## src/design/ciw_regs.svh

```systemverilog
`ifndef CIW_REGS_SVH
`define CIW_REGS_SVH

// register byte offsets on the apb
`define CIW_CTRL_OFS        12'h000
`define CIW_FLAG_OFS        12'h004
`define CIW_ENABLE_OFS      12'h008
`define CIW_CFG2_OFS        12'h00C

// module_control_reg field positions
`define CIW_CTRL_TIMESTAMP_ENABLE_BIT 15
`define CIW_CTRL_SIDL_BIT   13
`define CIW_CTRL_REQ_HI     10
`define CIW_CTRL_REQ_LO     8
`define CIW_CTRL_CUR_HI     7
`define CIW_CTRL_CUR_LO     5
`define CIW_CTRL_CODE_HI    3
`define CIW_CTRL_CODE_LO    1

// irq_flag_reg / irq_enable_reg bit positions
`define CIW_RX0_BIT         0
`define CIW_RX1_BIT         1
`define CIW_TX0_BIT         2
`define CIW_TX1_BIT         3
`define CIW_TX2_BIT         4
`define CIW_ERR_BIT         5
`define CIW_WAK_BIT         6
`define CIW_IVR_BIT         7
`define CIW_ESRC_LO         8
`define CIW_FLAG_W          15
`define CIW_MAIN_W          8
`define CIW_ESRC_W          7

// error sources 2..6 come from error counter thresholds
`define CIW_ESRC_EXEMPT     7'h7C

// timing_config_two_reg
`define CIW_CFG2_WAKE_GLITCH_FILTER_ENABLE_BIT 14
`define CIW_CFG2_MASK       16'h47FF

// reset values
`define CIW_CTRL_RST_REQ    3'h4
`define CIW_FLAG_RST        15'h0000
`define CIW_ENABLE_RST      8'h00
`define CIW_CFG2_RST        16'h0000

// timing
`define CIW_CLK_NS          10
`define CIW_FILT_NS         50
`define CIW_FILT_CYC        ((`CIW_FILT_NS + `CIW_CLK_NS - 1) / `CIW_CLK_NS)
`define CIW_IDLE_BITS       4'hB

`endif

```

## src/design/ciw_pkg.sv

```systemverilog
package ciw_pkg;

   typedef enum logic [2:0] {
      MODE_NORMAL   = 3'h0,
      MODE_DISABLE  = 3'h1,
      MODE_LOOPBACK = 3'h2,
      MODE_LISTEN   = 3'h3,
      MODE_CONFIG   = 3'h4,
      MODE_LISTALL  = 3'h7
   } ciw_mode_type;

   typedef enum logic [2:0] {
      ST_RUN    = 3'b001,
      ST_HALT   = 3'b010,
      ST_SETTLE = 3'b100
   } ciw_wake_state_type;

endpackage : ciw_pkg

```

## src/design/ciw_rx_cond.sv

```systemverilog
`timescale 1ns/1ns
`include "ciw_regs.svh"

// two-flop synchroniser followed by an optional glitch filter
module ciw_rx_cond (
   // clock and reset
   input  wire logic clk,
   input  wire logic arst_n,
   // pin side
   input  wire logic pin_in,
   input  wire logic filter_en,
   // conditioned level
   output logic      level_q
);

   localparam logic [3:0] FILT_LAST = 4'(`CIW_FILT_CYC - 1);

   logic       s1_q;
   logic       s2_q;
   logic       level_d;
   logic [3:0] cnt_q;
   logic [3:0] cnt_d;

   always_comb begin
      level_d = level_q;
      cnt_d   = 4'h0;
      if (!filter_en) begin
         level_d = s2_q;
      end else if (s2_q != level_q) begin
         // a level must stand the whole filter time before it passes
         if (cnt_q == FILT_LAST) begin
            level_d = s2_q;
         end else begin
            cnt_d = cnt_q + 4'h1;
         end
      end
   end

   always_ff @(posedge clk or negedge arst_n) begin
      if (!arst_n) begin
         s1_q    <= 1'b1;
         s2_q    <= 1'b1;
         level_q <= 1'b1;
         cnt_q   <= 4'h0;
      end else begin
         s1_q    <= pin_in;
         s2_q    <= s1_q;
         level_q <= level_d;
         cnt_q   <= cnt_d;
      end
   end

endmodule : ciw_rx_cond

```

## src/design/ciw_top.sv

```systemverilog
// Chosen here: the register offsets and register access over APB.
`timescale 1ns/1ns
`include "ciw_regs.svh"

// Functional notes
// RULE1 - software keeps propagation plus phase one at least phase two
// RULE2 - software keeps phase two longer than the jump width
// RULE3 - software should put the sample point near 60 to 70 percent
// RULE4 - eight enable bits; a source interrupts only while enabled
// RULE5 - any error source sets the one shared error flag
// RULE6 - an interrupt stays pending while any of its flags is set
// RULE7 - clears are ignored while the condition holds, except counter thresholds
// RULE8 - software clears flags in its handler to acknowledge
// RULE9 - read-only code at control bits 3:1 shows top pending enabled interrupt
// RULE10 - a source shows in the code only if flag and enable set
// RULE11 - code order: error, tx0, tx1, tx2, rx0, rx1, wake-up, none
// RULE12 - accepted frame gives a one bit time stamp pulse after end of frame
// RULE13 - time-stamp enable routes receive pin to capture channel two
// RULE14 - config, disable and loopback return pins to port control
// RULE15 - active module drives transmit pin, overrides direction, reads receive pin
// RULE16 - software requests disable and waits for it before sleeping
// RULE17 - in sleep, bus activity sets the wake-up flag
// RULE18 - wake-up raises an interrupt only if its enable is set
// RULE19 - in disable mode the module wakes and receives the waking frame
// RULE20 - filter enable smooths receive input while module or processor sleeps
// RULE21 - after wake, wait 11 recessive bits before bus traffic
// RULE22 - stop-in-idle decides whether idle halts the module like sleep
// RULE23 - software keeps the jump width between 1 and 4 quanta
// RULE24 - one interrupt output while any flag and its enable are set
// RULE25 - pending code is combinational from the current flags and enables
module ciw_top
   import ciw_pkg::*;
(
   // clock and reset
   input  wire logic        clk,
   input  wire logic        arst_n,
   // apb slave
   input  wire logic [11:0] paddr,
   input  wire logic        psel,
   input  wire logic        penable,
   input  wire logic        pwrite,
   input  wire logic [31:0] pwdata,
   output logic      [31:0] prdata,
   output logic             pready,
   output logic             pslverr,
   // events and conditions from the protocol engine
   input  wire logic [4:0]  src_event,
   input  wire logic [4:0]  src_hold,
   input  wire logic [6:0]  err_event,
   input  wire logic [6:0]  err_hold,
   input  wire logic        invalid_event,
   input  wire logic        frame_valid,
   input  wire logic        bit_tick,
   input  wire logic        can_tx_bit,
   // processor power state
   input  wire logic        cpu_sleep,
   input  wire logic        cpu_idle,
   // port i/o function
   input  wire logic        port_tx_out,
   input  wire logic        port_direction_bits,
   // pins
   input  wire logic        can_receive_pin,
   input  wire logic        capture_pin,
   output logic             can_transmit_pin,
   output logic             can_transmit_pin_oe,
   // to the engine, the timer and the processor
   output logic             can_rx_bit,
   output logic             bus_enable,
   output logic             capture_channel_two,
   output logic             timestamp_pulse,
   output logic             module_irq,
   output logic             cpu_wake
);

   // control and status state
   logic                     timestamp_enable_q, timestamp_enable_d;
   logic                     stop_in_idle_q, stop_in_idle_d;
   logic [2:0]               mode_request_field_q, mode_request_field_d;
   ciw_mode_type             current_mode_field_q, current_mode_field_d;
   logic [`CIW_FLAG_W-1:0]   irq_flag_reg_q, irq_flag_reg_d;
   logic [`CIW_MAIN_W-1:0]   irq_enable_reg_q, irq_enable_reg_d;
   logic [15:0]              timing_config_two_reg_q, timing_config_two_reg_d;
   ciw_wake_state_type       state_q, state_d;
   logic [3:0]               idle_cnt_q, idle_cnt_d;
   logic                     rx_prev_q;
   logic [31:0]              prdata_d;
   logic                     pready_d, pslverr_d;
   logic                     tx_pin_d, tx_oe_d, bus_en_d, cap_d, ts_d, irq_d, wake_d;

   // combinational helpers
   logic                     rx_lvl, cap_lvl;
   logic                     access, wr;
   logic                     halt, pins_owned, filt_on, wake_evt;
   logic [2:0]               pending_irq_code;
   logic [`CIW_MAIN_W-1:0]   active;
   logic [`CIW_FLAG_W-1:0]   set_vec, hold_vec, clr_vec;

   ciw_rx_cond u_rx_cond (
      .clk       (clk),
      .arst_n    (arst_n),
      .pin_in    (can_receive_pin),
      .filter_en (filt_on),
      .level_q   (rx_lvl)
   );

   ciw_rx_cond u_cap_cond (
      .clk       (clk),
      .arst_n    (arst_n),
      .pin_in    (capture_pin),
      .filter_en (1'b0),
      .level_q   (cap_lvl)
   );

   // pready is registered, so every access phase lasts exactly one cycle
   assign access = psel & penable & pready;
   assign wr     = access & pwrite;

   assign halt       = cpu_sleep | (cpu_idle & stop_in_idle_q); // RULE22
   assign pins_owned = (current_mode_field_q != MODE_CONFIG) &&
                       (current_mode_field_q != MODE_DISABLE) &&
                       (current_mode_field_q != MODE_LOOPBACK); // RULE14
   assign filt_on    = timing_config_two_reg_q[`CIW_CFG2_WAKE_GLITCH_FILTER_ENABLE_BIT] &
                       (halt | (current_mode_field_q == MODE_DISABLE)); // RULE20
   assign wake_evt   = (state_q == ST_HALT || current_mode_field_q == MODE_DISABLE) &
                       rx_prev_q & ~rx_lvl; // RULE17

   assign active = irq_flag_reg_q[`CIW_MAIN_W-1:0] & irq_enable_reg_q; // RULE4 RULE10

   // priority encoder; read back live so a handler sees the current top source
   always_comb begin
      if (active[`CIW_ERR_BIT]) begin // RULE9 RULE11 RULE25
         pending_irq_code = 3'h1;
      end else if (active[`CIW_TX0_BIT]) begin
         pending_irq_code = 3'h4;
      end else if (active[`CIW_TX1_BIT]) begin
         pending_irq_code = 3'h3;
      end else if (active[`CIW_TX2_BIT]) begin
         pending_irq_code = 3'h2;
      end else if (active[`CIW_RX0_BIT]) begin
         pending_irq_code = 3'h6;
      end else if (active[`CIW_RX1_BIT]) begin
         pending_irq_code = 3'h5;
      end else if (active[`CIW_WAK_BIT]) begin
         pending_irq_code = 3'h7;
      end else begin
         pending_irq_code = 3'h0;
      end
   end

   // flags: set wins over clear; a clear only lands where nothing holds the bit
   always_comb begin
      set_vec  = {err_event, invalid_event, wake_evt, |err_event, src_event}; // RULE5 RULE17
      hold_vec = {err_hold & ~`CIW_ESRC_EXEMPT, 1'b0, 1'b0, 1'b0, src_hold}; // RULE7
      clr_vec  = 15'h0000;
      if (wr && paddr == `CIW_FLAG_OFS) begin
         clr_vec = pwdata[`CIW_FLAG_W-1:0];
      end
      irq_flag_reg_d = set_vec | (irq_flag_reg_q & ~(clr_vec & ~hold_vec)); // RULE7
      // held by the sources that survive this cycle, so one write may clear a source and the shared flag
      irq_flag_reg_d[`CIW_ERR_BIT] = irq_flag_reg_d[`CIW_ERR_BIT] | (|irq_flag_reg_d[`CIW_FLAG_W-1:`CIW_ESRC_LO]); // RULE6
   end

   // register writes
   always_comb begin
      timestamp_enable_d      = timestamp_enable_q;
      stop_in_idle_d          = stop_in_idle_q;
      mode_request_field_d    = mode_request_field_q;
      irq_enable_reg_d        = irq_enable_reg_q;
      timing_config_two_reg_d = timing_config_two_reg_q;
      if (wr && paddr == `CIW_CTRL_OFS) begin
         timestamp_enable_d   = pwdata[`CIW_CTRL_TIMESTAMP_ENABLE_BIT];
         stop_in_idle_d       = pwdata[`CIW_CTRL_SIDL_BIT];
         mode_request_field_d = pwdata[`CIW_CTRL_REQ_HI:`CIW_CTRL_REQ_LO];
      end else if (wr && paddr == `CIW_ENABLE_OFS) begin
         irq_enable_reg_d = pwdata[`CIW_MAIN_W-1:0]; // RULE4
      end else if (wr && paddr == `CIW_CFG2_OFS) begin
         timing_config_two_reg_d = pwdata[15:0] & `CIW_CFG2_MASK;
      end
   end

   // apb read data captured in the setup cycle
   always_comb begin
      pready_d  = psel & ~penable;
      pslverr_d = 1'b0;
      prdata_d  = 32'h0000_0000;
      if (paddr == `CIW_CTRL_OFS) begin
         prdata_d[`CIW_CTRL_TIMESTAMP_ENABLE_BIT]               = timestamp_enable_q;
         prdata_d[`CIW_CTRL_SIDL_BIT]                 = stop_in_idle_q;
         prdata_d[`CIW_CTRL_REQ_HI:`CIW_CTRL_REQ_LO]   = mode_request_field_q;
         prdata_d[`CIW_CTRL_CUR_HI:`CIW_CTRL_CUR_LO]   = current_mode_field_q;
         prdata_d[`CIW_CTRL_CODE_HI:`CIW_CTRL_CODE_LO] = pending_irq_code; // RULE9
      end else if (paddr == `CIW_FLAG_OFS) begin
         prdata_d[`CIW_FLAG_W-1:0] = irq_flag_reg_q;
      end else if (paddr == `CIW_ENABLE_OFS) begin
         prdata_d[`CIW_MAIN_W-1:0] = irq_enable_reg_q;
      end else if (paddr == `CIW_CFG2_OFS) begin
         prdata_d[15:0] = timing_config_two_reg_q;
      end else begin
         pslverr_d = psel & ~penable;
      end
      if (!(psel & ~penable)) begin
         prdata_d = prdata;
      end
   end

   // wake state machine; mode follows its request except while halted or settling
   always_comb begin
      state_d              = state_q;
      idle_cnt_d           = idle_cnt_q;
      current_mode_field_d = current_mode_field_q;
      case (state_q)
         ST_RUN: begin
            current_mode_field_d = ciw_mode_type'(mode_request_field_q);
            if (halt) begin
               state_d = ST_HALT;
            end
         end
         ST_HALT: begin
            // stays here without an enabled wake-up until the processor resumes
            idle_cnt_d = 4'h0;
            if (!halt) begin
               state_d = ST_SETTLE;
            end
         end
         ST_SETTLE: begin
            if (halt) begin
               state_d = ST_HALT;
            end else if (mode_request_field_q == 3'(MODE_DISABLE)) begin
               idle_cnt_d = 4'h0;
            end else if (bit_tick) begin
               if (!rx_lvl) begin
                  idle_cnt_d = 4'h0;
               end else if (idle_cnt_q == `CIW_IDLE_BITS - 4'h1) begin // RULE21
                  state_d              = ST_RUN;
                  current_mode_field_d = ciw_mode_type'(mode_request_field_q);
               end else begin
                  idle_cnt_d = idle_cnt_q + 4'h1;
               end
            end
         end
         default: begin
            state_d = ST_RUN;
         end
      endcase
   end

   // outputs
   always_comb begin
      tx_pin_d = pins_owned ? can_tx_bit : port_tx_out; // RULE14 RULE15
      tx_oe_d  = pins_owned ? 1'b1 : ~port_direction_bits; // RULE15
      bus_en_d = (state_q == ST_RUN) &&
                 (pins_owned || current_mode_field_q == MODE_DISABLE); // RULE19 RULE21
      cap_d    = timestamp_enable_q ? rx_lvl : cap_lvl; // RULE13
      ts_d     = frame_valid | (timestamp_pulse & ~bit_tick); // RULE12
      irq_d    = |active; // RULE24
      wake_d   = halt & irq_flag_reg_q[`CIW_WAK_BIT] & irq_enable_reg_q[`CIW_WAK_BIT]; // RULE18
   end

   always_ff @(posedge clk or negedge arst_n) begin
      if (!arst_n) begin
         timestamp_enable_q      <= 1'b0;
         stop_in_idle_q          <= 1'b0;
         mode_request_field_q    <= `CIW_CTRL_RST_REQ;
         current_mode_field_q    <= MODE_CONFIG;
         irq_flag_reg_q          <= `CIW_FLAG_RST;
         irq_enable_reg_q        <= `CIW_ENABLE_RST;
         timing_config_two_reg_q <= `CIW_CFG2_RST;
         state_q                 <= ST_RUN;
         idle_cnt_q              <= 4'h0;
         rx_prev_q               <= 1'b1;
         prdata                  <= 32'h0000_0000;
         pready                  <= 1'b0;
         pslverr                 <= 1'b0;
         can_transmit_pin        <= 1'b1;
         can_transmit_pin_oe     <= 1'b0;
         can_rx_bit              <= 1'b1;
         bus_enable              <= 1'b0;
         capture_channel_two     <= 1'b1;
         timestamp_pulse         <= 1'b0;
         module_irq              <= 1'b0;
         cpu_wake                <= 1'b0;
      end else begin
         timestamp_enable_q      <= timestamp_enable_d;
         stop_in_idle_q          <= stop_in_idle_d;
         mode_request_field_q    <= mode_request_field_d;
         current_mode_field_q    <= current_mode_field_d;
         irq_flag_reg_q          <= irq_flag_reg_d;
         irq_enable_reg_q        <= irq_enable_reg_d;
         timing_config_two_reg_q <= timing_config_two_reg_d;
         state_q                 <= state_d;
         idle_cnt_q              <= idle_cnt_d;
         rx_prev_q               <= rx_lvl;
         prdata                  <= prdata_d;
         pready                  <= pready_d;
         pslverr                 <= pslverr_d;
         can_transmit_pin        <= tx_pin_d;
         can_transmit_pin_oe     <= tx_oe_d;
         can_rx_bit              <= rx_lvl;
         bus_enable              <= bus_en_d;
         capture_channel_two     <= cap_d;
         timestamp_pulse         <= ts_d;
         module_irq              <= irq_d;
         cpu_wake                <= wake_d;
      end
   end
endmodule : ciw_top

```

## config.mk

```make
export PLATFORM = sky130hd
export DESIGN_NAME = ciw_top
export DESIGN_NICKNAME = d
export VERILOG_FILES = /design/src/design/ciw_pkg.sv /design/src/design/ciw_rx_cond.sv /design/src/design/ciw_top.sv
export VERILOG_INCLUDE_DIRS = /design/src /design/src/design
export SDC_FILE = /design/constraint.sdc
export NUM_CORES = 1
export LEC_CHECK = 0
export ABC_AREA = 1
export CAP_MARGIN = 5
export CORE_ASPECT_RATIO = 2
export CORE_MARGIN = 8
export CORE_UTILIZATION = 24
export DETAILED_ROUTE_END_ITERATION = 10
export DONT_BUFFER_PORTS = 1
export PLACE_DENSITY = 0.42
export RECOVER_POWER = 50
export SLEW_MARGIN = 5
export SYNTH_ARGS = -nofsm -noshare
export SYNTH_HDL_FRONTEND = slang
export SYNTH_SLANG_ARGS = --single-unit
```

## constraint.sdc

```tcl
create_clock -name clk -period 1.69 [get_ports clk]
set_input_delay 0.2535 -clock clk [delete_from_list [all_inputs] [get_ports clk]]
set_output_delay 0.2535 -clock clk [all_outputs]
set_load 0.01 [all_outputs]
```

=== Word level (Yosys, flattened, before mapping) ===
Cells that the tools add are included.

* Input port bits: 83
* Register bits: 86
* Logic and storage cells: 159
* Output and inout port bits: 42

* Add/subtract/negate cells: 2
* Reductions and logical operators: 21
* Muxes and demuxes: 53
* Bitwise logic cells: 27
* Eq/ne operators: 29

{| class="wikitable"
|+ Operators by type and width
! operator !! count
|-
| $mux 3 || 20
|-
| $mux 15 || 3
|-
| $mux 4 || 8
|-
| $and 15x15->15 || 2
|-
| $eq 12x4->1 const B || 2
|-
| $ne 2x2->1 const B || 8
|-
| $mux 1 || 15
|-
| $ne 3x3->1 const B || 5
|-
| $not 10->15 || 1
|-
| $not 15->15 || 1
|-
| $or 15x15->15 || 1
|-
| $reduce_or 7->1 || 2
|-
| $eq 12x3->1 const B || 1
|-
| $logic_not 12->1 || 1
|-
| $reduce_and 6->1 || 2
|-
| $and 1x1->1 || 11
|-
| $eq 3x1->1 const B || 3
|-
| $pmux 3 s3 || 1
|-
| $add 4x1->4 const B || 2
|-
| $and 8x8->8 || 1
|-
| $mux 8 || 1
|-
| $pmux 4 s2 || 1
|-
| $reduce_or 8->1 || 1
|-
| $logic_and 1x1->1 || 7
|-
| 20 further kinds || 32
|}

=== Longest topological paths before layout ===
Gate-level depths: netlist of the first run.

* Word-level depth: 11
* Depth in mapped cells: 10
* Mapped depth without buffers: 10

=== Cells and area by module ===
A second synthesis of the first run with hierarchy kept.

* Cells, all modules: 531
* Area total of the unflattened synthesis: 4,539.4 um^2

{| class="wikitable"
|+ By module, submodules not included
! module !! cells each !! instances !! seq. area each (um^2) !! area each (um^2)
|-
| ciw_top || 467 || 1 || 1,909.3 || 3,928.8
|-
| ciw_rx_cond || 32 || 2 || 178.9 || 305.3
|}

=== Worst setup path after synthesis of the first run ===
Ideal clock, no wire load.

* Path kind: register to register
* Start point: register state_q[0]
* End point: register idle_cnt_q[2]
* Library setup time: 0.096 ns
* Required time: 1.594 ns
* Period minus slack after synthesis: 1.407 ns
* Path slack: 0.283 ns
* Arrival time: 1.312 ns
* Cell stages (with the launch flop): 9
* Path buffers: 0
* Cell sequence: dfstp_2 -> inv_1 -> nand3_1 -> inv_1 -> nand2_1 -> nor2_1 -> nor2_1 -> nand2_1 -> o31ai_1

* Word-level cells in the longest chain between the ends: 3
* Elaborated cells on any way between the ends: 8
* Those cells by class: eq/ne (5); mux (1); reduce/logical (2)

{| class="wikitable"
|+ Ends and longest elaborated chain
! item !! RTL line !! source
|-
| start: declaration || ciw_top.sv:83 || <nowiki>ciw_wake_state_type state_q, state_d;</nowiki>
|-
| start signal: assignment || ciw_top.sv:290 || <nowiki>state_q <= state_d;</nowiki>
|-
| $eq 3x3->1 / $eq 3x2->1 (equally long branches) || ciw_top.sv:211 || <nowiki>case (state_q)</nowiki>
|-
| $ne 4x4->1 (no source line), or another cell as far along || - ||
|-
| $reduce_and 4->1 (no source line) || - ||
|-
| end signal: assignment || ciw_top.sv:291 || <nowiki>idle_cnt_q <= idle_cnt_d;</nowiki>
|-
| end: declaration || ciw_top.sv:84 || <nowiki>logic [3:0] idle_cnt_q, idle_cnt_d;</nowiki>
|}

Parallel ways exist; a longest one is shown, timed or not.
A chain may end at the register's enable or synchronous reset.

=== Worst setup path after layout of the first run ===
* Start point: register mode_request_field_q[2]
* End point: register current_mode_field_q[1]

* Word-level cells in the longest chain between the ends: 3

{| class="wikitable"
|+ Ends and longest elaborated chain
! item !! RTL line !! source
|-
| start: declaration || ciw_top.sv:78 || <nowiki>logic [2:0] mode_request_field_q, mode_request_field_d;</nowiki>
|-
| start signal: assignment || ciw_top.sv:263 || <nowiki>mode_request_field_q <= `CIW_CTRL_RST_REQ;</nowiki>
|-
| start signal: assignment || ciw_top.sv:285 || <nowiki>mode_request_field_q <= mode_request_field_d;</nowiki>
|-
| $eq 3x1->1 || ciw_top.sv:228 || <nowiki>end else if (mode_request_field_q == 3'(MODE_DISABLE)) begin</nowiki>
|-
| $ne 2x2->1 (no source line) || - ||
|-
| $reduce_and 6->1 (no source line) || - ||
|-
| end signal: assignment || ciw_top.sv:286 || <nowiki>current_mode_field_q <= current_mode_field_d;</nowiki>
|-
| end: declaration || ciw_top.sv:79 || <nowiki>ciw_mode_type current_mode_field_q, current_mode_field_d;</nowiki>
|}

No other way between the ends.

==> results by stage, run 1 <==
Global route:
- The met2 layer usage reported by global route is 16.2%.
- The number of antenna violations at the first check in global routing is 0.
- The total grt overflow is 0.
- For met1 alone, demand over resource in global routing was 14.5%.
- Global routing consumed, over all layers together, 11.0% of the routing resources.
- The first global-routing pass estimated 18900 um of wire.
- The met3 global-route usage is 3.25%.
- The busiest layer in global routing is met2.
- The via count of the first global-routing pass is 3415.
- Entering global routing, the biggest net connects 87 pins.

Logic synthesis:
- Sorting the synthesized cells by how often they occur yields sky130_fd_sc_hd__nand2_1 (94), sky130_fd_sc_hd__dfrtp_1 (74), sky130_fd_sc_hd__inv_1 (48).
- The count of synthesis-stage warnings from yosys is 0.
- The sequential element share of the synthesized area is 50.8%.
- The share of Yosys cell area claimed by the top area cell type is 43.4%.
- The dominant register cell in the synthesized netlist is sky130_fd_sc_hd__dfrtp_1.
- Ranked by total cell area, the synthesized netlist is headed by sky130_fd_sc_hd__dfrtp_1 (43%), sky130_fd_sc_hd__nand2_1 (8.3%), sky130_fd_sc_hd__dfstp_2 (7.4%), sky130_fd_sc_hd__nand3_1 (4.7%), sky130_fd_sc_hd__o21ai_0 (4.6%).
- The post-synthesis cell area is 4260 um2.
- A synthesized cell averages 8.74 um2.
- The number of synthesized flops with an enable pin is 0.
- The count of cell types in the netlist is 44.
- Counting every instance in the synthesized netlist gives 488.
- The top cell type by total area after synthesis is sky130_fd_sc_hd__dfrtp_1.
- The most frequent cell after synthesis is sky130_fd_sc_hd__nand2_1.
- The post-synthesis register bit count is 86.
- In the synthesized netlist the async set-or-reset flop fraction comes to 100%.

CTS:
- The number of buffers inserted during clock tree synthesis is 9.
- The maximum level of the CTS H-tree is 3.
- The number of post-CTS setup repair buffers is 0.
- The post-cts hold buffer count is 9.
- The number of buffers on the longest clock path is 2.
- The tree is rooted in a sky130_fd_sc_hd__clkbuf_16.
- TritonCTS built the clock tree.
- The clock-pin slew reported for the worst setup and hold paths after clock tree synthesis is 0.07 ns.
- The clock latency on the worst-skew pair is 0.35 ns.
- Counting every sink on the clock net gives 86.

Flow run:
- The number of max-cap violations is 0.

Setup path:
- The signal on the critical path passes through inv_1 -> nand3_1 -> nand2_1 -> nor3_1 -> o22ai_1 -> nand2_1 -> o21ai_0.
- In this design, the stage delay of the slowest critical-path cell is 0.53 ns.
- The startpoint type of the worst setup path is a register.
- The worst setup path is captured at a register.
- STA puts the critical path data arrival time at 1.76 ns.
- The slack of the worst reg-to-reg path is 0.15 ns.
- Of all nets on the critical path, the largest fanout is 6.
- STA puts the critical path data required time at 1.91 ns.
- The launching point of the worst reg2reg path is mode_request_field_q[2].
- In this design, the critical path's most frequently occurring cell is sky130_fd_sc_hd__nand2_1.
- For the worst flop-to-flop path, the logic depth is 7.
- The endpoint of the worst register-to-register path is current_mode_field_q[1].
- On the critical path, the stage with the largest delay is an instance of sky130_fd_sc_hd__dfstp_2.
- The setup path with the least slack is of type register to register.

STA:
- The number of hold-slack violations in the final timing report came to 86.
- Summed over all failing endpoints, the final setup total negative slack is 0 ns.
- Static timing analysis puts the maximum clock frequency at 650 MHz.
- The final setup violation count is 0.
- The number of max-slew violations in the final report was 0.
- Hold timing on the final database bottoms out at a slack of -0.393 ns.
- The routed design could run at a clock period as short as 1.54 ns.
- The worst clock skew is 0.00689 ns.
- Dividing the final minimum period by the clock period gives 91.0%.

Die:
- The total area inside the core boundary comes to 17600 um2.
- The placement row count is 69.
- The die is 110 um wide.
- The die area is 22500 um2.
- The die is 205 um tall.
- The effective utilization at floorplan is 24.2%.
- For this design the top-level I/O count stands at 125.

Placed design:
- The number of instances in the placed design is 707.
- The sum of net half-perimeters after detailed placement is 8800 um.
- The count of port buffers added during placement is 0.
- The post-placement cell area is 4550 um2.
- The placer's final routability congestion estimate is 0.806.

Finish:
- The share of cells above drive strength 1 is 16.4%.
- The repair_antennas step left the layout with diodes totalling 0.
- The final layout contains 601 nets.
- The number of cells in the finished layout apart from fillers is 732.
- Once layout is done, the placed cells without fillers occupy 5000 um2.
- From synthesis to final layout, the design area changed by 17.3%.

Power and ir drop:
- The peak supply drop is 0.518 mV.
- The analysis attributes to cell leakage a power of 2.17 nW.
- The power density over the cells is 1000 nW/um2.
- The power consumption is 5.01 mW.

Drt:
- Summed over all layers, the routed wires come to 11700 um.
- Dividing the detail-routed via count by the number of cells gives 4.52.
- The routed layout has 3312 vias.
- The post-detailed-route wirelength per cell is 16.0 um.
- The post-route DRC violation count is 0.
- The DRC violation total after the first TritonRoute iteration is 212.
- In this run the remaining antenna-violating nets after routing total 0.
- The pre-antenna-repair detailed-routing pass consisted of 4 iterations.

Run status:
- The run finished, with violations left.
- The checks that failed: hold timing.

Hold path:
- The min-delay analysis places its worst path in the category primary input to async pin.
==> power by group <==
| part | leakage [nW] | total, mW | internal, mW | switching (mW) |
|---|---|---|---|---|
| registers | 1.06 | 2.23 | 2.16 | 0.0718 |
| clock network | 0.166 | 2.32 | 1.45 | 0.870 |
| logic | 0.947 | 0.455 | 0.147 | 0.308 |
==> cell usage in the layout (no fill, tap or decap), drive strengths merged, types with 2 or more instances in the layout <==
cell type / count
mux2: 3
dlygate4sd3: 9
o211ai: 3
nor4: 2
dfrtp: 74
nand2: 100
or2: 2
a31oi: 6
xor2: 2
bufinv: 3
conb: 16
nor3: 12
nor2: 40
clkinv: 2
a21o: 6
clkbuf: 9
inv: 53
nand3: 42
xnor2: 2
o21ai: 52
buf: 18
a21oi: 27
nand4: 12
dfstp: 12
ha: 4
==> cell type report <==
class | instances | area [um2]
Fill cell | 1893 | 12600
Timing Repair Buffer | 27 | 250
Tap cell | 213 | 267
Clock inverter | 7 | 120
Clock buffer | 9 | 225
Inverter | 52 | 195
Multi-Input combinational cell | 338 | 1780
Sequential cell | 86 | 2170
==> what timing repair did <==
item	4_1_cts	5_1_grt
setup endpoints to repair	0	8
resized for setup	0	5
hold endpoints to repair	95	86
==> metrics by stage <==
stage / utilization (%) / worst slack, ns
after floorplan: - / 0.283
after global placement: 25.8 / 0.0824
after detailed placement: 25.8 / 0.0486
after CTS: 28.3 / 0.0680
after global routing: 28.4 / -0.0212
final: 28.4 / 0.151
==> worst max-delay path, delay by kind of cell, from the launching register on <==
| family | cells | cell delay, ns |
|---|---|---|
| AO/OA/AOI/OAI | 2 | 0.24 |
| buffers and inverters | 1 | 0.06 |
| flip-flops | 1 | 0.53 |
| AND/OR/NAND/NOR | 4 | 0.59 |
==> worst max path at each step <==
stage | start | to | slack, ns | cells past startpoint
2_1_floorplan | state_q[0] | idle_cnt_q[2] | 0.28 | 8
3_3_place_gp | paddr[9] | irq_flag_reg_q[4] | 0.08 | 7
3_5_place_dp | paddr[9] | irq_flag_reg_q[3] | 0.05 | 7
4_1_cts | state_q[0] | idle_cnt_q[2] | 0.07 | 8
5_1_grt | state_q[0] | idle_cnt_q[1] | -0.02 | 8
6_report | mode_request_field_q[2] | current_mode_field_q[1] | 0.15 | 7
==> registers in the layout (all words and copies together), names as in the netlist, 3 cells and up <==
signal,flops
idle_cnt_q,4
state_q,3
mode_request_field_q,3
timing_config_two_reg_q,12
current_mode_field_q,3
prdata,16
u_rx_cond.cnt_q,4
irq_enable_reg_q,8
irq_flag_reg_q,15
==> layer usage <==
metal	vias to the layer above	wire length, um
met5	-	0
met3	17	1000
met2	91	5310
met4	0	212
met1	1557	5170
li1	1647	-
==> cells by family (layout without fill, tap and decap cells) <==
group                    Yosys count  in the layout  share of synthesized area (%)
buffers and inverters             79             95                           9.24
AND/OR/NAND/NOR                  213            213                           23.7
other                              1             16                         0.0879
AO/OA/AOI/OAI                     98             98                           13.2
adder cells (fa/ha/maj)            4              4                           1.17
multiplexers                       3              3                          0.968
flip-flops                        86             86                           50.8
XOR/XNOR                           4              4                          0.822
Power figures use the tool's default switching activity.
==> inputs of run 2 (changes only) <==
--- a/config.mk
+++ b/config.mk
@@ -6,7 +6,6 @@
 export SDC_FILE = /design/constraint.sdc
 export NUM_CORES = 1
 export LEC_CHECK = 0
-export ABC_AREA = 1
 export CAP_MARGIN = 5
 export CORE_ASPECT_RATIO = 2
 export CORE_MARGIN = 8
==> results by stage, run 2 <==
STA:
- The slew at the pin closest to its max-slew limit is 0.514 ns.
- The final clock period utilization by the worst path is 108% (was 91.0%).
- The time the worst path needs with I/O delays and setup is 1.82 ns (was 1.54 ns).
- Setup repair after global routing could not meet its margin everywhere.
- The number of hold-slack violations in the final timing report is 86 (unchanged).
- In this run the tightest slew margin relative to its limit is 65.4%.
- The number of max-slew violations in the final report is 0 (unchanged).
- The worst clock skew was 0.0107 ns (was 0.00689 ns).
- The worst hold slack across all endpoints is -0.397 ns (was -0.393 ns).
- The final setup violation count is 28 (was 0).
- The maximum achievable frequency is 550 MHz (was 650 MHz).
- The setup slack after layout is -0.128 ns (was 0.151 ns).

Hold path:
- The type of the most critical hold path is primary input to async pin (unchanged).

Logic synthesis:
- The sequential element share of the synthesized area is 53.0% (was 50.8%).
- The mean area per synthesized cell is 11.2 um2 (was 8.74 um2).
- The dominant register cell in the synthesized netlist is sky130_fd_sc_hd__dfrtp_1 (unchanged).
- The cell count after synthesis is 364 (was 488).
- The number of synthesized flops with an enable pin is 0 (unchanged).
- The top cell type by total area after synthesis is sky130_fd_sc_hd__dfrtp_1 (unchanged).
- The post-synthesis cell area is 4090 um2 (was 4260 um2).
- The most frequent cell after synthesis is sky130_fd_sc_hd__dfrtp_1 (was sky130_fd_sc_hd__nand2_1).
- The async set-or-reset flop fraction in the synthesized netlist was 100% (unchanged).
- The count of synthesis-stage warnings from yosys was 0 (unchanged).
- The share of Yosys cell area claimed by the top area cell type was 45.3% (was 43.4%).
- Most used standard cells in the synthesized netlist: sky130_fd_sc_hd__dfrtp_1 (74), sky130_fd_sc_hd__nand2_1 (43), sky130_fd_sc_hd__mux2_2 (37) (was sky130_fd_sc_hd__nand2_1 (94), sky130_fd_sc_hd__dfrtp_1 (74), sky130_fd_sc_hd__inv_1 (48)).
- The post-synthesis register bit count is 86 (unchanged).
- Cells taking the most area after synthesis: sky130_fd_sc_hd__dfrtp_1 (45%), sky130_fd_sc_hd__mux2_2 (10%), sky130_fd_sc_hd__dfstp_2 (7.7%), sky130_fd_sc_hd__nand2_1 (3.9%), sky130_fd_sc_hd__buf_4 (2.9%) (was sky130_fd_sc_hd__dfrtp_1 (43%), sky130_fd_sc_hd__nand2_1 (8.3%), sky130_fd_sc_hd__dfstp_2 (7.4%), sky130_fd_sc_hd__nand3_1 (4.7%), sky130_fd_sc_hd__o21ai_0 (4.6%)).
- The count of cell types in the netlist was 53 (was 44).

Power and ir drop:
- The peak supply drop came to 0.466 mV (was 0.518 mV).
- The power consumption is 4.77 mW (was 5.01 mW).
- The power density over the cells is 922 nW/um2 (was 1000 nW/um2).
- The leakage component of the power is 2.27 nW (was 2.17 nW).

Finish:
- Largest regs: prdata (16), irq_flag_reg_q (15), timing_config_two_reg_q (12) (unchanged).
- The number of antenna repair diodes came to 0 (unchanged).
- The share of cells above drive strength 1 was 31.5% (was 16.4%).
- The register ranked first by flip-flop count is prdata (unchanged).
- The flip-flop count of the largest register, all copies and words added is 16 (unchanged).
- The design area is 5170 um2 (was 5000 um2).
- The number of nets in the layout is 501 (was 601).
- The most common library cell in the layout ignoring fill and taps is sky130_fd_sc_hd__dfrtp_1 (was sky130_fd_sc_hd__nand2_1).
- The layout overhead on the synthesized area was 26.5% (was 17.3%).
- The fill cell total of the finished layout is 1705 (was 1893).
- Commonest cells after routing, fill and taps aside: sky130_fd_sc_hd__dfrtp_1 (74), sky130_fd_sc_hd__nand2_1 (41), sky130_fd_sc_hd__buf_4 (33) (was sky130_fd_sc_hd__nand2_1 (93), sky130_fd_sc_hd__dfrtp_1 (74), sky130_fd_sc_hd__inv_1 (48)).

Setup path:
- Cell breakdown of the critical path: or4_4 -> or4_4 -> nor4_4 -> buf_12 -> mux2_4 (was inv_1 -> nand3_1 -> nand2_1 -> nor3_1 -> o22ai_1 -> nand2_1 -> o21ai_0).
- The data required time at the worst endpoint was 1.92 ns (was 1.91 ns).
- The critical path endpoint category is a register (unchanged).
- The slowest stage cell on the critical path is sky130_fd_sc_hd__or4_4 (was sky130_fd_sc_hd__dfstp_2).
- The cell occurring most often along the worst timing path was sky130_fd_sc_hd__or4_4 (was sky130_fd_sc_hd__nand2_1).
- The total buffers and inverters traversed by the critical path came to 1 (unchanged).
- The category of cells accounting for the largest share of critical-path delay is simple AND/OR/NAND/NOR gates (unchanged).
- The startpoint type of the worst setup path is a primary input (was register).
- The kind of critical path is primary input to register (was register to register).
- The data arrival at the endpoint of the critical path is 2.04 ns (was 1.76 ns).
- The maximum net fanout on the critical path is 8 (was 6).
- The maximum cell stage delay along the critical path is 0.57 ns (was 0.53 ns).

CTS:
- The clock latency on the worst-skew pair is 0.34 ns (was 0.35 ns).
- The post-cts hold buffer count is 10 (was 9).
- The sink count of the clock tree is 86 (unchanged).
- The cell chosen for the clock root is sky130_fd_sc_hd__clkbuf_16 (unchanged).
- The clock-pin slew reported for the worst setup and hold paths after clock tree synthesis came to 0.06 ns (was 0.07 ns).
- The maximum level of the CTS H-tree came to 3 (unchanged).
- The TritonCTS clock tree is done (unchanged).
- The number of buffers inserted during clock tree synthesis is 9 (unchanged).
- The number of buffers on the longest clock path is 2 (unchanged).

Die:
- The effective utilization at floorplan is 24.4% (was 24.2%).
- The height of the die came to 201 um (was 205 um).
- The core footprint is 16800 um2 (was 17600 um2).
- The die area is 21700 um2 (was 22500 um2).
- The die width is 108 um (was 110 um).
- The placement row count is 67 (was 69).
- The count of boundary I/O pins came to 125 (unchanged).

Drt:
- The post-detailed-route wirelength per cell came to 20.0 um (was 16.0 um).
- The DRC violation total after the first TritonRoute iteration is 115 (was 212).
- The total iterations of the first detailed-routing run is 5 (was 4).
- The total length of routed wires is 12500 um (was 11700 um).
- The post-route DRC violation count is 0 (unchanged).
- The number of vias per cell after detailed routing is 4.66 (was 4.52).
- The number of nets still failing antenna checks after routing is 0 (unchanged).
- The number of vias in the routed layout is 2918 (was 3312).

Placed design:
- The placer's final routability congestion estimate is 0.820 (was 0.806).
- The post-placement cell area was 4560 um2 (was 4550 um2).
- The sum of net half-perimeters after detailed placement is 9520 um (was 8800 um).
- The count of port buffers added during placement is 0 (unchanged).

Global route:
- The wire length of the first global-routing pass is 18900 um (about the same).
- The total grt overflow is 0 (unchanged).
- The pin count of the biggest net entering global routing is 87 (unchanged).
- The via count of the first global-routing pass is 3182 (was 3415).
- The total track usage is 11.8% (was 11.0%).
- The number of antenna violations at the first check in global routing is 0 (unchanged).

Flow run:
- The number of max-cap violations is 0 (unchanged).

Run status:
- Failing checks: hold timing, setup timing (was hold timing).
- Result of the run: complete, but fails checks (unchanged).
## run 2: changes by cell type in the layout (fill, tap and decap cells not counted), moves of 9 or more
| cell | previous run | this run |
|---|---|---|
| sky130_fd_sc_hd__a21oi_1 | 26 | 5 |
| sky130_fd_sc_hd__nor3_1 | 10 | 1 |
| sky130_fd_sc_hd__mux2_2 | 1 | 23 |
| sky130_fd_sc_hd__mux2_4 | 2 | 14 |
| sky130_fd_sc_hd__buf_4 | 16 | 33 |
| sky130_fd_sc_hd__nand2_1 | 93 | 41 |
| sky130_fd_sc_hd__nor2_1 | 34 | 23 |
| sky130_fd_sc_hd__nand3_1 | 39 | 11 |
| sky130_fd_sc_hd__nand4_1 | 12 | 2 |
| sky130_fd_sc_hd__o21ai_0 | 38 | 10 |
| sky130_fd_sc_hd__inv_1 | 48 | 12 |
## run 2: layer usage
metal  GRT usage (%)  wire, um
met1            10.9      4170
met2            22.3      7230
met3            3.34       815
met4            5.66       286
met5               0         0
## run 2: stage by stage
| step | instances | utilization, % | setup slack, ns | setup TNS, ns |
|---|---|---|---|---|
| after detailed placement | 596 | 27.2 | -0.498 | -15.96 |
| after CTS | 624 | 30.3 | -0.119 | -2.16 |
| after global placement | 596 | 27.2 | -0.486 | -15.24 |
| final | 626 | 30.9 | -0.128 | -2.39 |
| after floorplan | 379 | - | -0.557 | -16.67 |
| after global routing | 626 | 30.9 | -0.156 | -3.50 |
## run 2: worst paths after layout
| path | start | endpoint | slack [ns] | cells past startpoint |
|---|---|---|---|---|
| setup / recovery | paddr[1] | irq_enable_reg_q[1] | -0.13 | 5 |
| hold / removal | arst_n | idle_cnt_q[0] | -0.40 | 0 |
| setup reg to reg | idle_cnt_q[0] | state_q[0] | 0.04 | 9 |
| hold reg to reg | u_cap_cond.s2_q | u_cap_cond.level_q | 0.36 | 0 |
| max in group asynchronous | arst_n | mode_request_field_q[2] | 1.84 | 0 |
| min in group clk | paddr[3] | prdata[13] | 0.02 | 1 |
## run 2: what timing repair did
action	CTS	global route
cloned	0	0
pin swaps	6	7
endpoints found under the hold margin	96	86
resized for setup	20	22
setup buffers	2	3
endpoints found under the setup margin	28	34
## run 2: power by group
group / switching, mW / leakage (nW) / internal (mW)
logic: 0.232 / 1.05 / 0.212
registers: 0.0570 / 1.07 / 2.14
clock network: 0.836 / 0.152 / 1.29
total: 1.12 / 2.27 / 3.65
## run 2: area by class of cell
| cell class | count | area [um2] | share of cell area [%] |
|---|---|---|---|
| sequential | 86 | 2170 | 41.9 |
| multi-input combinational | 251 | 1920 | 37.2 |
| timing repair buffer | 52 | 458 | 8.85 |
| tap | 207 | 259 | 5.00 |
| clock buffer | 10 | 229 | 4.42 |
| clock inverter | 6 | 86.3 | 1.67 |
| inverter | 14 | 52.6 | 1.02 |
## run 2: cell families after synthesis
logic type | after synthesis | share of synthesized area [%]
and+or+nand+nor | 116 | 15.0
DFF | 86 | 53.0
AOI/OAI and AO/OA | 66 | 11.0
muxes | 44 | 12.8
buffers and inverters | 42 | 5.75
xor gates and xnor gates | 5 | 1.07
adders and majority gates | 4 | 1.22
other | 1 | 0.0917
## run 2: worst register-to-register path, delay by kind of cell, from the launching register on
kind | cells | cell delay, ns
flops | 1 | 0.38
buf+inv | 3 | 0.37
simple gates | 3 | 0.36
compound gates | 2 | 0.32
fa+ha+maj | 1 | 0.16
==> inputs of run 3 (changes only) <==
--- a/config.mk
+++ b/config.mk
@@ -9,10 +9,10 @@
 export CAP_MARGIN = 5
 export CORE_ASPECT_RATIO = 2
 export CORE_MARGIN = 8
-export CORE_UTILIZATION = 24
+export CORE_UTILIZATION = 50
 export DETAILED_ROUTE_END_ITERATION = 10
 export DONT_BUFFER_PORTS = 1
-export PLACE_DENSITY = 0.42
+export PLACE_DENSITY = 0.7
 export RECOVER_POWER = 50
 export SLEW_MARGIN = 5
 export SYNTH_ARGS = -nofsm -noshare
==> constraint.sdc (replaced) <==
create_clock -name clk -period 2.25 [get_ports clk]
set_input_delay 0.3375 -clock clk [delete_from_list [all_inputs] [get_ports clk]]
set_output_delay 0.3375 -clock clk [all_outputs]
set_load 0.01 [all_outputs]
==> results by stage, run 3 (synthesized netlist as in run 2, its figures left out) <==
Die:
- The die area is 11500 um2 (was 21700 um2).
- The height of the die came to 144 um (was 201 um).
- The placement row count is 46 (was 67).
- The effective utilization at floorplan is 51.5% (was 24.4%).
- The core footprint is 7940 um2 (was 16800 um2).
- The count of boundary I/O pins is 125 (unchanged).
- The die width came to 80.0 um (was 108 um).

Placed design:
- The sum of net half-perimeters after detailed placement came to 7740 um (was 9520 um).
- The post-placement cell area is 4200 um2 (was 4560 um2).
- The placer's final routability congestion estimate is 0.901 (was 0.820).
- The count of port buffers added during placement is 0 (unchanged).

STA:
- The number of hold-slack violations in the final timing report is 86 (unchanged).
- Based on the critical path, the design can be clocked at up to 501 MHz.
- After layout, the worst path uses 88.8% of the clock period.
- The final setup violation count is 0 (was 28).
- The worst clock skew is 0.00684 ns (was 0.0107 ns).
- The time the worst path needs with I/O delays and setup is 2.00 ns.
- The worst hold slack across all endpoints was -0.311 ns (was -0.397 ns).
- RSZ-0062 raised after global routing: false (was true).
- The worst max-slew margin expressed relative to the limit is 64.5% (was 65.4%).
- The slew at the pin closest to its max-slew limit came to 0.532 ns (was 0.514 ns).
- The number of max-slew violations in the final report was 0 (unchanged).

Finish:
- The most common library cell in the layout ignoring fill and taps is sky130_fd_sc_hd__dfrtp_1 (unchanged).
- The number of nets in the layout came to 464 (was 501).
- The flip-flop count of the largest register, all copies and words added is 16 (unchanged).
- Largest regs: prdata (16), irq_flag_reg_q (15), timing_config_two_reg_q (12) (unchanged).
- The design area is 4500 um2 (was 5170 um2).
- The fill cell total of the finished layout is 680 (was 1705).
- The layout overhead on the synthesized area is 10.1% (was 26.5%).
- Commonest cells after routing, fill and taps aside: sky130_fd_sc_hd__dfrtp_1 (74), sky130_fd_sc_hd__nand2_1 (43), sky130_fd_sc_hd__mux2_2 (37) (was sky130_fd_sc_hd__dfrtp_1 (74), sky130_fd_sc_hd__nand2_1 (41), sky130_fd_sc_hd__buf_4 (33)).
- The number of antenna repair diodes is 0 (unchanged).
- The share of cells above drive strength 1 came to 21.5% (was 31.5%).
- The register ranked first by flip-flop count is prdata (unchanged).

CTS:
- The number of cells upsized or downsized after cts is 0 (was 20).
- The clock latency on the worst-skew pair was 0.34 ns (about the same).
- The number of post-CTS setup repair buffers is 0 (was 2).
- The post-cts hold buffer count is 2 (was 10).
- The number of buffers inserted during clock tree synthesis is 9 (unchanged).
- The maximum level of the CTS H-tree is 3 (unchanged).
- The number of buffers on the longest clock path was 2 (unchanged).
- The TritonCTS clock tree was done (unchanged).
- The sink count of the clock tree is 86 (unchanged).
- The cell chosen for the clock root is sky130_fd_sc_hd__clkbuf_16 (unchanged).
- The clock-pin slew reported for the worst setup and hold paths after clock tree synthesis is 0.06 ns (about the same).

Global route:
- The wire length of the first global-routing pass is 15600 um (was 18900 um).
- The via count of the first global-routing pass is 2992 (was 3182).
- The number of antenna violations at the first check in global routing is 0 (unchanged).
- The total grt overflow is 0 (unchanged).
- The pin count of the biggest net entering global routing is 87 (unchanged).
- The total track usage is 18.3% (was 11.8%).

Power and ir drop:
- The power density over the cells is 739 nW/um2 (was 922 nW/um2).
- The leakage component of the power is 2.00 nW (was 2.27 nW).
- The peak supply drop was 0.560 mV (was 0.466 mV).
- The power consumption came to 3.33 mW (was 4.77 mW).

Setup path:
- The data arrival at the endpoint of the critical path is 2.20 ns (was 2.04 ns).
- The maximum net fanout on the critical path is 11 (was 8).
- The critical path endpoint category is a register (unchanged).
- The data required time at the worst endpoint is 2.45 ns (was 1.92 ns).
- The kind of critical path is primary input to register (unchanged).
- The startpoint type of the worst setup path is a primary input (unchanged).

Drt:
- The met2 wirelength from detailed routing was 5560 um (was 7230 um).
- The met3 routed wirelength is 769 um (was 815 um).
- The number of vias in the routed layout came to 2789 (was 2918).
- The routed metal-1 wire length is 3300 um (was 4170 um).
- The number of vias per cell after detailed routing came to 5.83 (was 4.66).
- The DRC violation total after the first TritonRoute iteration is 126 (was 115).
- The total length of routed wires is 10100 um (was 12500 um).
- The top layer reached by signal wires was met4 (unchanged).
- The post-detailed-route wirelength per cell is 21.0 um (was 20.0 um).
- The number of nets still failing antenna checks after routing is 0 (unchanged).
- The total iterations of the first detailed-routing run is 4 (was 5).
- The post-route DRC violation count is 0 (unchanged).

Hold path:
- The type of the most critical hold path is primary input to async pin (unchanged).

Flow run:
- The number of max-cap violations is 0 (unchanged).

Run status:
- Failing checks: hold timing (was hold timing, setup timing).
- Result of the run: complete, but fails checks (unchanged).
[run 3: cell count changes in the layout (fill, tap and decap cells not counted), sizes merged]
cell         previous run  this run
buf                    42        12
clkbuf                 10        12
clkinvlp                1         0
dlygate4sd3            10         2
bufinv                  2         1
clkinv                  4         5
[run 3: path summary, 6_finish.rpt]
check	endpoint	slack, ns	startpoint	cells past startpoint
worst max-delay path	irq_flag_reg_q[5]	0.25	paddr[5]	6
worst min-delay path	u_rx_cond.cnt_q[2]	-0.31	arst_n	0
worst max register to register	irq_flag_reg_q[5]	0.25	pready	6
worst min register to register	u_cap_cond.s2_q	0.36	u_cap_cond.s1_q	0
max in group asynchronous	state_q[0]	2.34	arst_n	0
min in group clk	can_transmit_pin_oe	0.07	port_direction_bits	1
[run 3: worst max-delay path, cell delays in order]
cell and delay [ns]:
sky130_fd_sc_hd__or4_1 0.59, sky130_fd_sc_hd__nor4_4 0.31, sky130_fd_sc_hd__buf_4 0.25, sky130_fd_sc_hd__a31oi_1 0.13, sky130_fd_sc_hd__a2111oi_0 0.45, sky130_fd_sc_hd__nand3_1 0.13
[run 3: final cells by class]
type | instances | area [um2] | share of cell area (%)
repair buffers | 15 | 126 | 2.81
inverters | 14 | 52.6 | 1.17
clock inverters | 5 | 50.0 | 1.11
clock buffers | 11 | 233 | 5.17
multi-input cells | 251 | 1750 | 39.0
well taps | 96 | 120 | 2.67
flip-flops and latches | 86 | 2170 | 48.1
[run 3: power breakdown]
part | leakage (nW) | switching [mW] | internal, mW
combinational | 0.783 | 0.121 | 0.101
sequential | 1.07 | 0.0698 | 1.61
clock | 0.143 | 0.575 | 0.852
[run 3: stage by stage]
step	cells	hold slack (ns)	worst slack (ns)	util, %	setup TNS, ns
detailed placement	460	0.0454	-0.0551	52.9	-0.400
global placement	460	0.0454	-0.0291	52.9	-0.204
finish	478	-0.311	0.253	56.7	0
global route	478	-0.330	0.0894	56.7	0
floorplan	379	0.0419	-0.0806	-	-0.645
CTS	478	-0.326	0.285	56.7	0
[run 3: routing by layer]
metal / global-route usage (%) / up-vias
li1: - / 1295
met1: 16.9 / 1366
met2: 32.6 / 103
met3: 6.38 / 25
met4: 11.5 / 0
met5: 0 / -
